$ cat config.mk
export PLATFORM = sky130hd
export DESIGN_NAME = hbq_host_port
export DESIGN_NICKNAME = d
export VERILOG_FILES = /design/src/common/hbq_pkg.sv /design/src/logic/hbq_queue_mem.sv /design/src/logic/hbq_sync.sv /design/src/logic/hbq_host_port.sv
export VERILOG_INCLUDE_DIRS = /design/src /design/src/common
export SDC_FILE = /design/constraint.sdc
export NUM_CORES = 1
export LEC_CHECK = 0
export BUFFER_PORTS_ARGS = -buffer_cell sky130_fd_sc_hd__buf_4
export CAP_MARGIN = 0
export CORE_AREA = 2 2 365 186
export CTS_CLUSTER_DIAMETER = 100
export DETAILED_ROUTE_END_ITERATION = 12
export DIE_AREA = 0 0 367 188
export GPL_ROUTABILITY_DRIVEN = 0
export HOLD_SLACK_MARGIN = 0.1
export PLACE_DENSITY = 0.52
export SLEW_MARGIN = 40
export SYNTH_ARGS = -nofsm -noshare
export SYNTH_HDL_FRONTEND = slang
export SYNTH_SLANG_ARGS = --single-unit
$ cat constraint.sdc
create_clock -name mclk -period 3.4 [get_ports mclk]
set_input_delay 0.17 -clock mclk [delete_from_list [all_inputs] [get_ports mclk]]
set_output_delay 0.17 -clock mclk [all_outputs]
set_load 0.05 [all_outputs]
$ cat src/common/hbq_consts.svh
`ifndef HBQ_CONSTS_SVH
`define HBQ_CONSTS_SVH
`define HBQ_STATUS_ADDR      16'h9ae8
`define HBQ_PIXEL_ADDR       16'he2e8
`define HBQ_SUBSYS_ADDR      16'h42e8
`define HBQ_SUBCTRL_ADDR     16'h42e8
`define HBQ_QUEUE_BASE       16'h8000
`define HBQ_IO_LOW_MASK      16'h03ff
`define HBQ_IO_LOW_VAL       16'h02e8
`define HBQ_BUSY_BIT         9
`define HBQ_RDY_BIT          8
`define HBQ_TIMEOUT_NS       4000
`define HBQ_CLK_NS           8
`define HBQ_TIMEOUT_CYC      ((`HBQ_TIMEOUT_NS + `HBQ_CLK_NS - 1) / `HBQ_CLK_NS)
`define HBQ_ROM_MC_BASE      5'h18
`define HBQ_ROM_ISA_BASE     5'h19
`define HBQ_PIX_MEM_PAGE     3'h5
`endif

$ cat src/common/hbq_pkg.sv
package hbq_pkg;
   typedef enum logic [1:0] {
      HBQ_MODE_MC   = 2'b00,
      HBQ_MODE_ISA  = 2'b01,
      HBQ_MODE_UISA = 2'b10
   } hbq_mode_e;
   typedef enum logic [1:0] {
      HBQ_IDLE    = 2'b00,
      HBQ_STRETCH = 2'b01,
      HBQ_DONE    = 2'b10
   } hbq_cyc_e;
endpackage : hbq_pkg

$ cat src/logic/hbq_queue_mem.sv
module hbq_queue_mem #(
   parameter int WIDTH = 20,
   parameter int DEPTH = 16,
   parameter int AW    = 4
) (
   input  wire logic             mclk,
   input  wire logic             we,
   input  wire logic [AW-1:0]    waddr,
   input  wire logic [WIDTH-1:0] wdata,
   input  wire logic [AW-1:0]    raddr,
   output      logic [WIDTH-1:0] rdata
);
   logic [WIDTH-1:0] mem [DEPTH];

   always_ff @(posedge mclk) begin
      if (we) begin
         mem[waddr] <= wdata;
      end
      rdata <= mem[raddr];
   end
endmodule : hbq_queue_mem

$ cat src/logic/hbq_sync.sv
module hbq_sync #(
   parameter int N = 1
) (
   input  wire logic         mclk,
   input  wire logic [N-1:0] d,
   output      logic [N-1:0] q
);
   // no reset: the chain keeps tracking the pins through reset, so the
   // straps and idle strobe levels are already settled at release
   logic [N-1:0] meta;

   always_ff @(posedge mclk) begin
      meta <= d;
      q    <= meta;
   end
endmodule : hbq_sync

$ cat src/logic/hbq_host_port.sv
`include "hbq_consts.svh"
module hbq_host_port
   import hbq_pkg::*;
#(
   parameter int TIMEOUT_CYC = `HBQ_TIMEOUT_CYC,
   parameter int QDEPTH      = 16
) (
   input  wire logic        mclk,
   input  wire logic        rst,
   input  wire logic        busTypeSelect_n,
   input  wire logic        unlatchedModeStrap,
   input  wire logic [23:0] addrPin,
   input  wire logic        cmdStrobe_n,
   input  wire logic        ioRd_n,
   input  wire logic        ioWr_n,
   input  wire logic        memRd_n,
   input  wire logic        memWr_n,
   input  wire logic        addrLatchEn,
   input  wire logic [15:0] dataIn,
   output      logic [15:0] dataOut,
   output      logic        dataOe,
   output      logic        chanReady,
   output      logic        zeroWait_n,
   output      logic        romSel_n,
   output      logic        memCs16_n,
   output      logic        irqOut,
   output      logic        irqOe,
   input  wire logic        engineDone,
   input  wire logic        engineTake,
   input  wire logic        readDataValid,
   input  wire logic [15:0] readData,
   input  wire logic        scissorHit,
   input  wire logic        scissorCmd,
   input  wire logic        depthFourOrEight,
   input  wire logic        vblank,
   output      logic        paramValid,
   output      logic [3:0]  paramSel,
   output      logic [15:0] paramData,
   output      logic        engineHalt
);
   // ****************************************
   // pin synchronisers
   // ****************************************
   localparam int NS = 8;
   logic [NS-1:0] pinRaw;
   logic [NS-1:0] pinSync;
   logic [23:0]   addrSync;
   logic [15:0]   dataSync;
   assign pinRaw = {busTypeSelect_n, unlatchedModeStrap, cmdStrobe_n, ioRd_n,
                    ioWr_n, memRd_n, memWr_n, addrLatchEn};
   logic          vblankS;
   logic [4:0]    strbDly;
   hbq_sync #(.N(NS)) uPins (.mclk(mclk), .d(pinRaw), .q(pinSync));
   hbq_sync #(.N(24)) uAddr (.mclk(mclk), .d(addrPin), .q(addrSync));
   hbq_sync #(.N(16)) uData (.mclk(mclk), .d(dataIn), .q(dataSync));
   // blanking comes from the video clock, so it is synchronised like a pin
   hbq_sync #(.N(1))  uVbl  (.mclk(mclk), .d(vblank), .q(vblankS));

   wire isaSel_n = pinSync[7];
   wire strapS   = pinSync[6];
   wire aleS     = pinSync[0];
   // strobes lag the synchronised address by one cycle, so the decode
   // never sees the address left over from the previous access
   wire cmdS_n   = strbDly[4];
   wire iorS_n   = strbDly[3];
   wire iowS_n   = strbDly[2];
   wire memrS_n  = strbDly[1];
   wire memwS_n  = strbDly[0];

   // ****************************************
   // bus mode and address capture
   // ****************************************
   hbq_mode_e mode;
   logic      strapTaken;
   logic [23:0] addrHold;

   always_ff @(posedge mclk) begin
      if (rst) begin
         mode       <= HBQ_MODE_MC;
         strapTaken <= 1'b0;
      end else if (!strapTaken) begin
         // strap caught once after release; a moving pin later cannot flip mode
         strapTaken <= 1'b1;
         if (!strapS) mode <= HBQ_MODE_UISA;
         else if (!isaSel_n) mode <= HBQ_MODE_ISA;
         else mode <= HBQ_MODE_MC;
      end
   end

   wire isMc   = (mode == HBQ_MODE_MC);
   wire isUisa = (mode == HBQ_MODE_UISA);
   // the delayed strobe is the previous value of the synchronised one
   wire cmdFall = cmdS_n && !pinSync[5];

   always_ff @(posedge mclk) begin
      if (rst) begin
         strbDly  <= 5'h1f;
         addrHold <= 24'h000000;
      end else begin
         strbDly <= pinSync[5:1];
         if (isMc && cmdFall) addrHold <= addrSync;
         // latch stays open while the address latch enable is high
         else if (isUisa && aleS) addrHold[23:17] <= addrSync[23:17];
         if (!isMc) addrHold[16:0] <= addrSync[16:0];
         if (mode == HBQ_MODE_ISA) addrHold[23:17] <= 7'h00;
      end
   end

   // ****************************************
   // decode
   // ****************************************
   wire ioRead  = isMc ? (!cmdS_n && !iorS_n) : !iorS_n;
   wire ioWrite = isMc ? (!cmdS_n && !iowS_n) : !iowS_n;
   wire memRead = !memrS_n;
   wire ioMine  = ((addrHold[15:0] & `HBQ_IO_LOW_MASK) == `HBQ_IO_LOW_VAL)
                  && (addrHold[23:16] == 8'h00);
   // register select bits 13:10 are not part of the queue match
   wire queueHit = ioMine && addrHold[15];
   wire statusHit = ioMine && (addrHold[15:0] == `HBQ_STATUS_ADDR);
   wire pixIoHit = ioMine && addrHold[15:0] == `HBQ_PIXEL_ADDR;
   wire subHit = ioMine && addrHold[15:0] == `HBQ_SUBSYS_ADDR;
   wire pixMemHit = isUisa && addrHold[19:17] == `HBQ_PIX_MEM_PAGE
                    && addrHold[23:20] == 4'h0 && !addrHold[16];
   wire [4:0] romPage = isMc ? `HBQ_ROM_MC_BASE : `HBQ_ROM_ISA_BASE;
   wire romHit = (addrHold[19:15] == romPage) && addrHold[23:20] == 4'h0;

   assign romSel_n  = !(romHit && memRead);
   assign memCs16_n = 1'b1;

   wire qWriteReq = (ioWrite && queueHit) || (isUisa && !memwS_n && pixMemHit);
   wire pixReadReq = (ioRead && pixIoHit) || (isUisa && memRead && pixMemHit);

   // ****************************************
   // write queue
   // ****************************************
   logic [4:0]  count;
   logic [3:0]  wrPtr;
   logic [3:0]  rdPtr;
   logic [19:0] qOut;
   logic        cycleDone;
   logic        badFlag;
   logic        execBusy;
   logic        outValid;
   hbq_cyc_e    cyc;
   logic [15:0] tmo;

   wire qFull  = (count == 5'(QDEPTH));
   wire qEmpty = (count == 5'd0);
   wire push   = qWriteReq && cyc != HBQ_DONE && !qFull && !cycleDone;
   // a new parameter is released only between drawing operations
   wire pop    = !qEmpty && !outValid && !badFlag && !execBusy;

   hbq_queue_mem #(.WIDTH(20), .DEPTH(16), .AW(4)) uMem (
      .mclk(mclk), .we(push), .waddr(wrPtr),
      .wdata({pixMemHit ? 4'he : addrHold[13:10], dataSync}),
      .raddr(rdPtr), .rdata(qOut));

   always_ff @(posedge mclk) begin
      if (rst) begin
         count    <= 5'd0;
         wrPtr    <= 4'h0;
         rdPtr    <= 4'h0;
         outValid <= 1'b0;
         execBusy <= 1'b0;
      end else begin
         count <= count + 5'(push) - 5'(pop);
         if (push) wrPtr <= wrPtr + 4'h1;
         if (pop) rdPtr <= rdPtr + 4'h1;
         outValid <= pop;
         if (engineTake) execBusy <= 1'b1;
         else if (engineDone) execBusy <= 1'b0;
      end
   end

   assign paramValid = outValid;
   assign paramSel   = qOut[19:16];
   assign paramData  = qOut[15:0];
   assign engineHalt = badFlag;

   // ****************************************
   // one word read queue
   // ****************************************
   logic        rdFull;
   logic [15:0] rdWord;
   wire rdTake = pixReadReq && rdFull && cyc != HBQ_DONE && !cycleDone;
   always_ff @(posedge mclk) begin
      if (rst) begin
         rdFull <= 1'b0;
         rdWord <= 16'h0000;
      end else if (readDataValid && !rdFull) begin
         rdFull <= 1'b1;
         rdWord <= readData;
      end else if (rdTake) begin
         rdFull <= 1'b0;
      end
   end

   // ****************************************
   // cycle stretch and timeout
   // ****************************************
   wire stallCond = (qWriteReq && qFull) || (pixReadReq && !rdFull);
   wire anyCmd = ioRead || ioWrite || memRead || !memwS_n;
   wire timedOut = (cyc == HBQ_STRETCH) && tmo == 16'(TIMEOUT_CYC - 1);

   always_ff @(posedge mclk) begin
      if (rst) begin
         cyc       <= HBQ_IDLE;
         tmo       <= 16'h0000;
         cycleDone <= 1'b0;
      end else begin
         unique case (cyc)
            HBQ_IDLE: begin
               tmo <= 16'h0000;
               if (stallCond && !cycleDone) cyc <= HBQ_STRETCH;
               if (push || rdTake) cycleDone <= 1'b1;
            end
            HBQ_STRETCH: begin
               tmo <= tmo + 16'h0001;
               if (!stallCond) cyc <= HBQ_IDLE;
               else if (timedOut) cyc <= HBQ_DONE;
            end
            HBQ_DONE: begin
               if (!anyCmd) cyc <= HBQ_IDLE;
            end
            default: cyc <= HBQ_IDLE;
         endcase
         if (!anyCmd) cycleDone <= 1'b0;
      end
   end

   assign chanReady  = !(cyc == HBQ_STRETCH || (cyc == HBQ_IDLE && stallCond
                         && !cycleDone));
   logic zwsActive;
   assign zwsActive  = isUisa && pixMemHit && !stallCond && (memRead || !memwS_n);
   assign zeroWait_n = !zwsActive;

   // ****************************************
   // interrupts
   // ****************************************
   logic [3:0] irqEn;
   logic [3:0] irqFlag;
   logic [3:0] condPrev;
   logic [3:0] irqPend;
   logic       wrPrev;
   wire idle = !execBusy && qEmpty && !outValid;
   wire [3:0] cond = {idle,
                      timedOut,
                      scissorHit && scissorCmd && depthFourOrEight,
                      vblankS};
   wire subWrite = ioWrite && subHit && !wrPrev;
   wire [3:0] clrBits = subWrite ? dataSync[3:0] : 4'h0;

   always_ff @(posedge mclk) begin
      if (rst) begin
         irqEn    <= 4'h0;
         irqFlag  <= 4'h0;
         condPrev <= 4'h0;
         irqPend  <= 4'h0;
         wrPrev   <= 1'b0;
         badFlag  <= 1'b0;
      end else begin
         wrPrev   <= ioWrite && subHit;
         condPrev <= cond;
         if (subWrite) irqEn <= dataSync[11:8];
         // set beats clear when both land together
         irqFlag <= (irqFlag & ~clrBits) | cond;
         irqPend <= (irqPend & ~clrBits) | (cond & ~condPrev & irqEn);
         if (timedOut) badFlag <= 1'b1;
         else if (clrBits[2]) badFlag <= 1'b0;
      end
   end

   wire irqActive = |irqPend;
   // in unlatched mode with zero wait in use the shared pin carries zero wait
   always_comb begin
      if (isMc) begin
         irqOut = 1'b0;
         irqOe  = irqActive;
      end else if (isUisa && zwsActive) begin
         irqOut = 1'b0;
         irqOe  = 1'b0;
      end else begin
         irqOut = irqActive;
         irqOe  = |irqEn;
      end
   end

   // ****************************************
   // read data
   // ****************************************
   wire [15:0] statusWord = {6'h00, !idle || !qEmpty, rdFull,
                             (count == 5'd16) ? 8'hff :
                             (count >= 5'd9) ? 8'h7f >> (5'd15 - count) & 8'h7f :
                             (count >= 5'd1) ? 8'h01 : 8'h00};
   always_ff @(posedge mclk) begin
      if (rst) begin
         dataOut <= 16'h0000;
         dataOe  <= 1'b0;
      end else begin
         dataOe <= (ioRead && (statusHit || pixIoHit || subHit))
                   || (isUisa && memRead && pixMemHit);
         if (ioRead && statusHit) dataOut <= statusWord;
         else if (pixReadReq) dataOut <= rdWord;
         else if (ioRead && subHit) dataOut <= {4'h0, irqEn, 4'h0, irqFlag};
      end
   end
endmodule : hbq_host_port

==> out/metrics.cfg <==
[synthesis]
ys.warnings.count = 0
syn_avg_cell_area_um2 = 16.65
netlist_area_um2 = 19640
ys_seq_elements = 556
synth-main-ff-cell = edfxtp_1
synthCells = 1180
synth_fp_nets = 1271
seq_area_frac_synth_pct = 72.97
async_flop_share_pct = 0
synth-edff-count = 320
synth_cell_types = 62

[clock_network]
root_buffer = clkbuf_16
htreeDepth = 2
cts_sinks = 556
clk_path_buf_depth = 3
cts_inserted_buffers = 50
clk_pin_slew_ns = 0.07
insertion_delay_ns = 0.61
cts_tree = built

[finish]
drive_above_1_share_pct = 25.22
most-common-layout-cells = 320 x edfxtp_1, 233 x dfxtp_1, 152 x buf_4
area_growth_pct = 24.20
fin_cells = 2360
post-route-util_pct = 36.93
antennaDiodeCount = 0
nets = 1512
layout_commonest_cell = edfxtp_1

[timing]
max_freq_mhz = 315.4
slew_violations = 0
slew_headroom_pct = 46.49
finalCriticalPeriod_ns = 3.171
holdWs_ns = 0.1316
tightest_slew_ns = 0.8027
tns_ns = 0
hold_viol = 0
rsz0062_at_grt = no
fin_skew_ns = 0.03596
min_period_over_period_pct = 93.26
setup-violations-final = 0

[hold_path]
hold_class = in -> reg
hold_depth = 4

[global_routing]
grt_pass1_wl_um = 69700
grt_use_total_pct = 13.38
gr-total-overflow = 0
antenna_found_initial = 2
grt_start_max_net_pins = 87
grt_pass1_vias = 10820

[die]
fp.dieArea_um2 = 69000
die_w_um = 367
initial_core_util_pct = 29.74
core_um2 = 66060
ios = 118
fp-row-count = 67
fp.dieH_um = 188

[critical_path]
cp-start-kind = register
worstSetupEndpointType = register
cpMaxStageDelayCell = fa_1
cp.required_ns = 3.84
worst_r2r_path_depth = 16
crit_chain = nor4_4 -> buf_4 -> nand4_1 -> o32ai_2 -> and3_1 -> inv_2 -> ha_1 -> inv_1 -> ha_1 -> inv_1 -> fa_1 -> nor2_1 -> nor2_1 -> nor2_1 -> or3_1 -> a21oi_1
cp_slowest_stage_delay_ns = 0.40
cp_max_fo = 4
crit_arrival_ns = 3.61
crit_type = reg -> reg
crit_path_frequent_cell = nor2_1

[detailed_routing]
wl_per_cell_um = 19.55
wl_met1_um = 23410
vias = 10720
vias_per_cell = 4.544
wl_met3_um = 2752
highest_layer = met4
drt_wl_total_um = 46130
drt_iter0_drc = 984
wl_met2_um = 19340
drt-pass1-iter-count = 5
drc = 0
antenna_left = 0

[power_and_ir_drop]
cellPowerDensity_nw_per_um2 = 667.0
fin_total_pwr_w = 0.01627
ir_drop_mv = 0.3721
p_leak_nw = 8.478

[place]
place_hpwl_um = 28710
portBuffers = 116
dp.cells = 2194

[outcome]
status = finished clean

[flow_run]
drv_cap = 0

-- what timing repair did --
action                                  4_1_cts  5_1_grt
endpoints found under the setup margin        1        2
pin swaps                                     1        0
hold buffers                                 71        0
setup buffers                                 1        0
resized for setup                             1        2
endpoints found under the hold margin        71        0
cloned                                        0        0
-- cells by family (layout without fill, tap and decap cells) --
family          count (synthesis)  count (layout)  synth area share (%)
compound gates                107             107                 3.535
xor+xnor                       22              22                0.9809
fa+ha+maj                      18              18                 1.185
buf+inv                        65             348                 1.319
flops                         556             556                 72.97
mux                           121             121                 12.57
other cells                     1               1               0.01909
simple gates                  290             290                 7.414
-- stage by stage --
step           cell area, um2  worst slack [ns]
6_report                24400            0.2290
4_1_cts                 24390           0.07157
3_3_place_gp            21940           0.05543
2_1_floorplan           19650            0.2435
5_1_grt                 24400           0.03705
3_5_place_dp            21960            0.1208
-- state kept, by name (all words and copies together) (netlist names), 4 cells and up --
name        count
uMem.mem      320
uPins.q         8
uMem.rdata     20
strbDly         5
condPrev        4
count           5
irqFlag         4
rdPtr           4
rdWord         16
dataOut        16
wrPtr           4
irqPend         4
uAddr.q        24
tmo            16
uPins.meta      8
irqEn           4
uAddr.meta     24
uData.meta     16
uData.q        16
addrHold       24
-- report_power, final --
group | leakage, nW | internal, W | switching (W)
Sequential | 4.85 | 0.00737 | 0.000354
Combinational | 2.81 | 0.00136 | 0.00133
Clock | 0.822 | 0.00336 | 0.00249
-- cells in the mapped netlist, drive strengths merged, types with 2 or more instances --
library cell	count	share of area, %
ha	17	1.1
o21ai	11	0.28
mux4	100	11
mux2i	15	0.76
nor4	9	0.50
a22o	2	0.089
or4	3	0.11
nor3b	10	0.38
nand2	97	1.9
xor2	12	0.54
inv	20	0.38
nor2	80	1.5
o211ai	4	0.15
xnor2	10	0.45
clkbuf	26	0.50
buf	19	0.44
a221oi	4	0.18
a21oi	64	1.6
nor2b	12	0.38
or3	4	0.13
nor4bb	2	0.10
nand4	11	0.43
a21o	4	0.15
mux2	6	0.34
a211oi	2	0.076
o21a	2	0.076
a222oi	2	0.10
nand3	8	0.20
nor4b	2	0.089
nor3	12	0.38
o41ai	2	0.28
and2	4	0.13
edfxtp	320	49
a22oi	2	0.076
dfxtp	236	24
and3	23	0.73
nand2b	4	0.13
or2	6	0.19
-- final cells by class --
cell class	instances	area, um2
Fill cell	6242	41660
Sequential cell	556	14350
Multi-Input combinational cell	559	5091
Timing Repair Buffer	234	2063
Clock buffer	75	1459
Tap cell	897	1122
Clock inverter	19	240.2
Inverter	20	75.07
-- routing by layer --
layer  track usage [%]  vias up
met3             3.172       56
met2             18.66      214
li1                  -     4956
met4             2.743        0
met5                 0        -
met1             20.87     5497
-- worst paths after layout --
check	endpoint	start	slack [ns]
worst max register to register	count[4]$_SDFF_PP0_	addrHold[22]$_SDFFE_PP0P_	0.23
worst max-delay path	count[4]$_SDFF_PP0_	addrHold[22]$_SDFFE_PP0P_	0.23
worst min register to register	uData.q[15]$_DFF_P_	uData.meta[15]$_DFF_P_	0.31
worst min-delay path	rdWord[2]$_SDFFE_PP0P_	readDataValid	0.13
-- worst max-delay path: cells and delay by family, from the launching register on --
family	cells	cell delay, ns
and+or+nand+nor	7	1.14
AOI/OAI and AO/OA	2	0.33
DFF	1	0.34
buffers and inverters	4	0.35
adders and majority gates	3	0.84
Power figures use the tool's default switching activity.
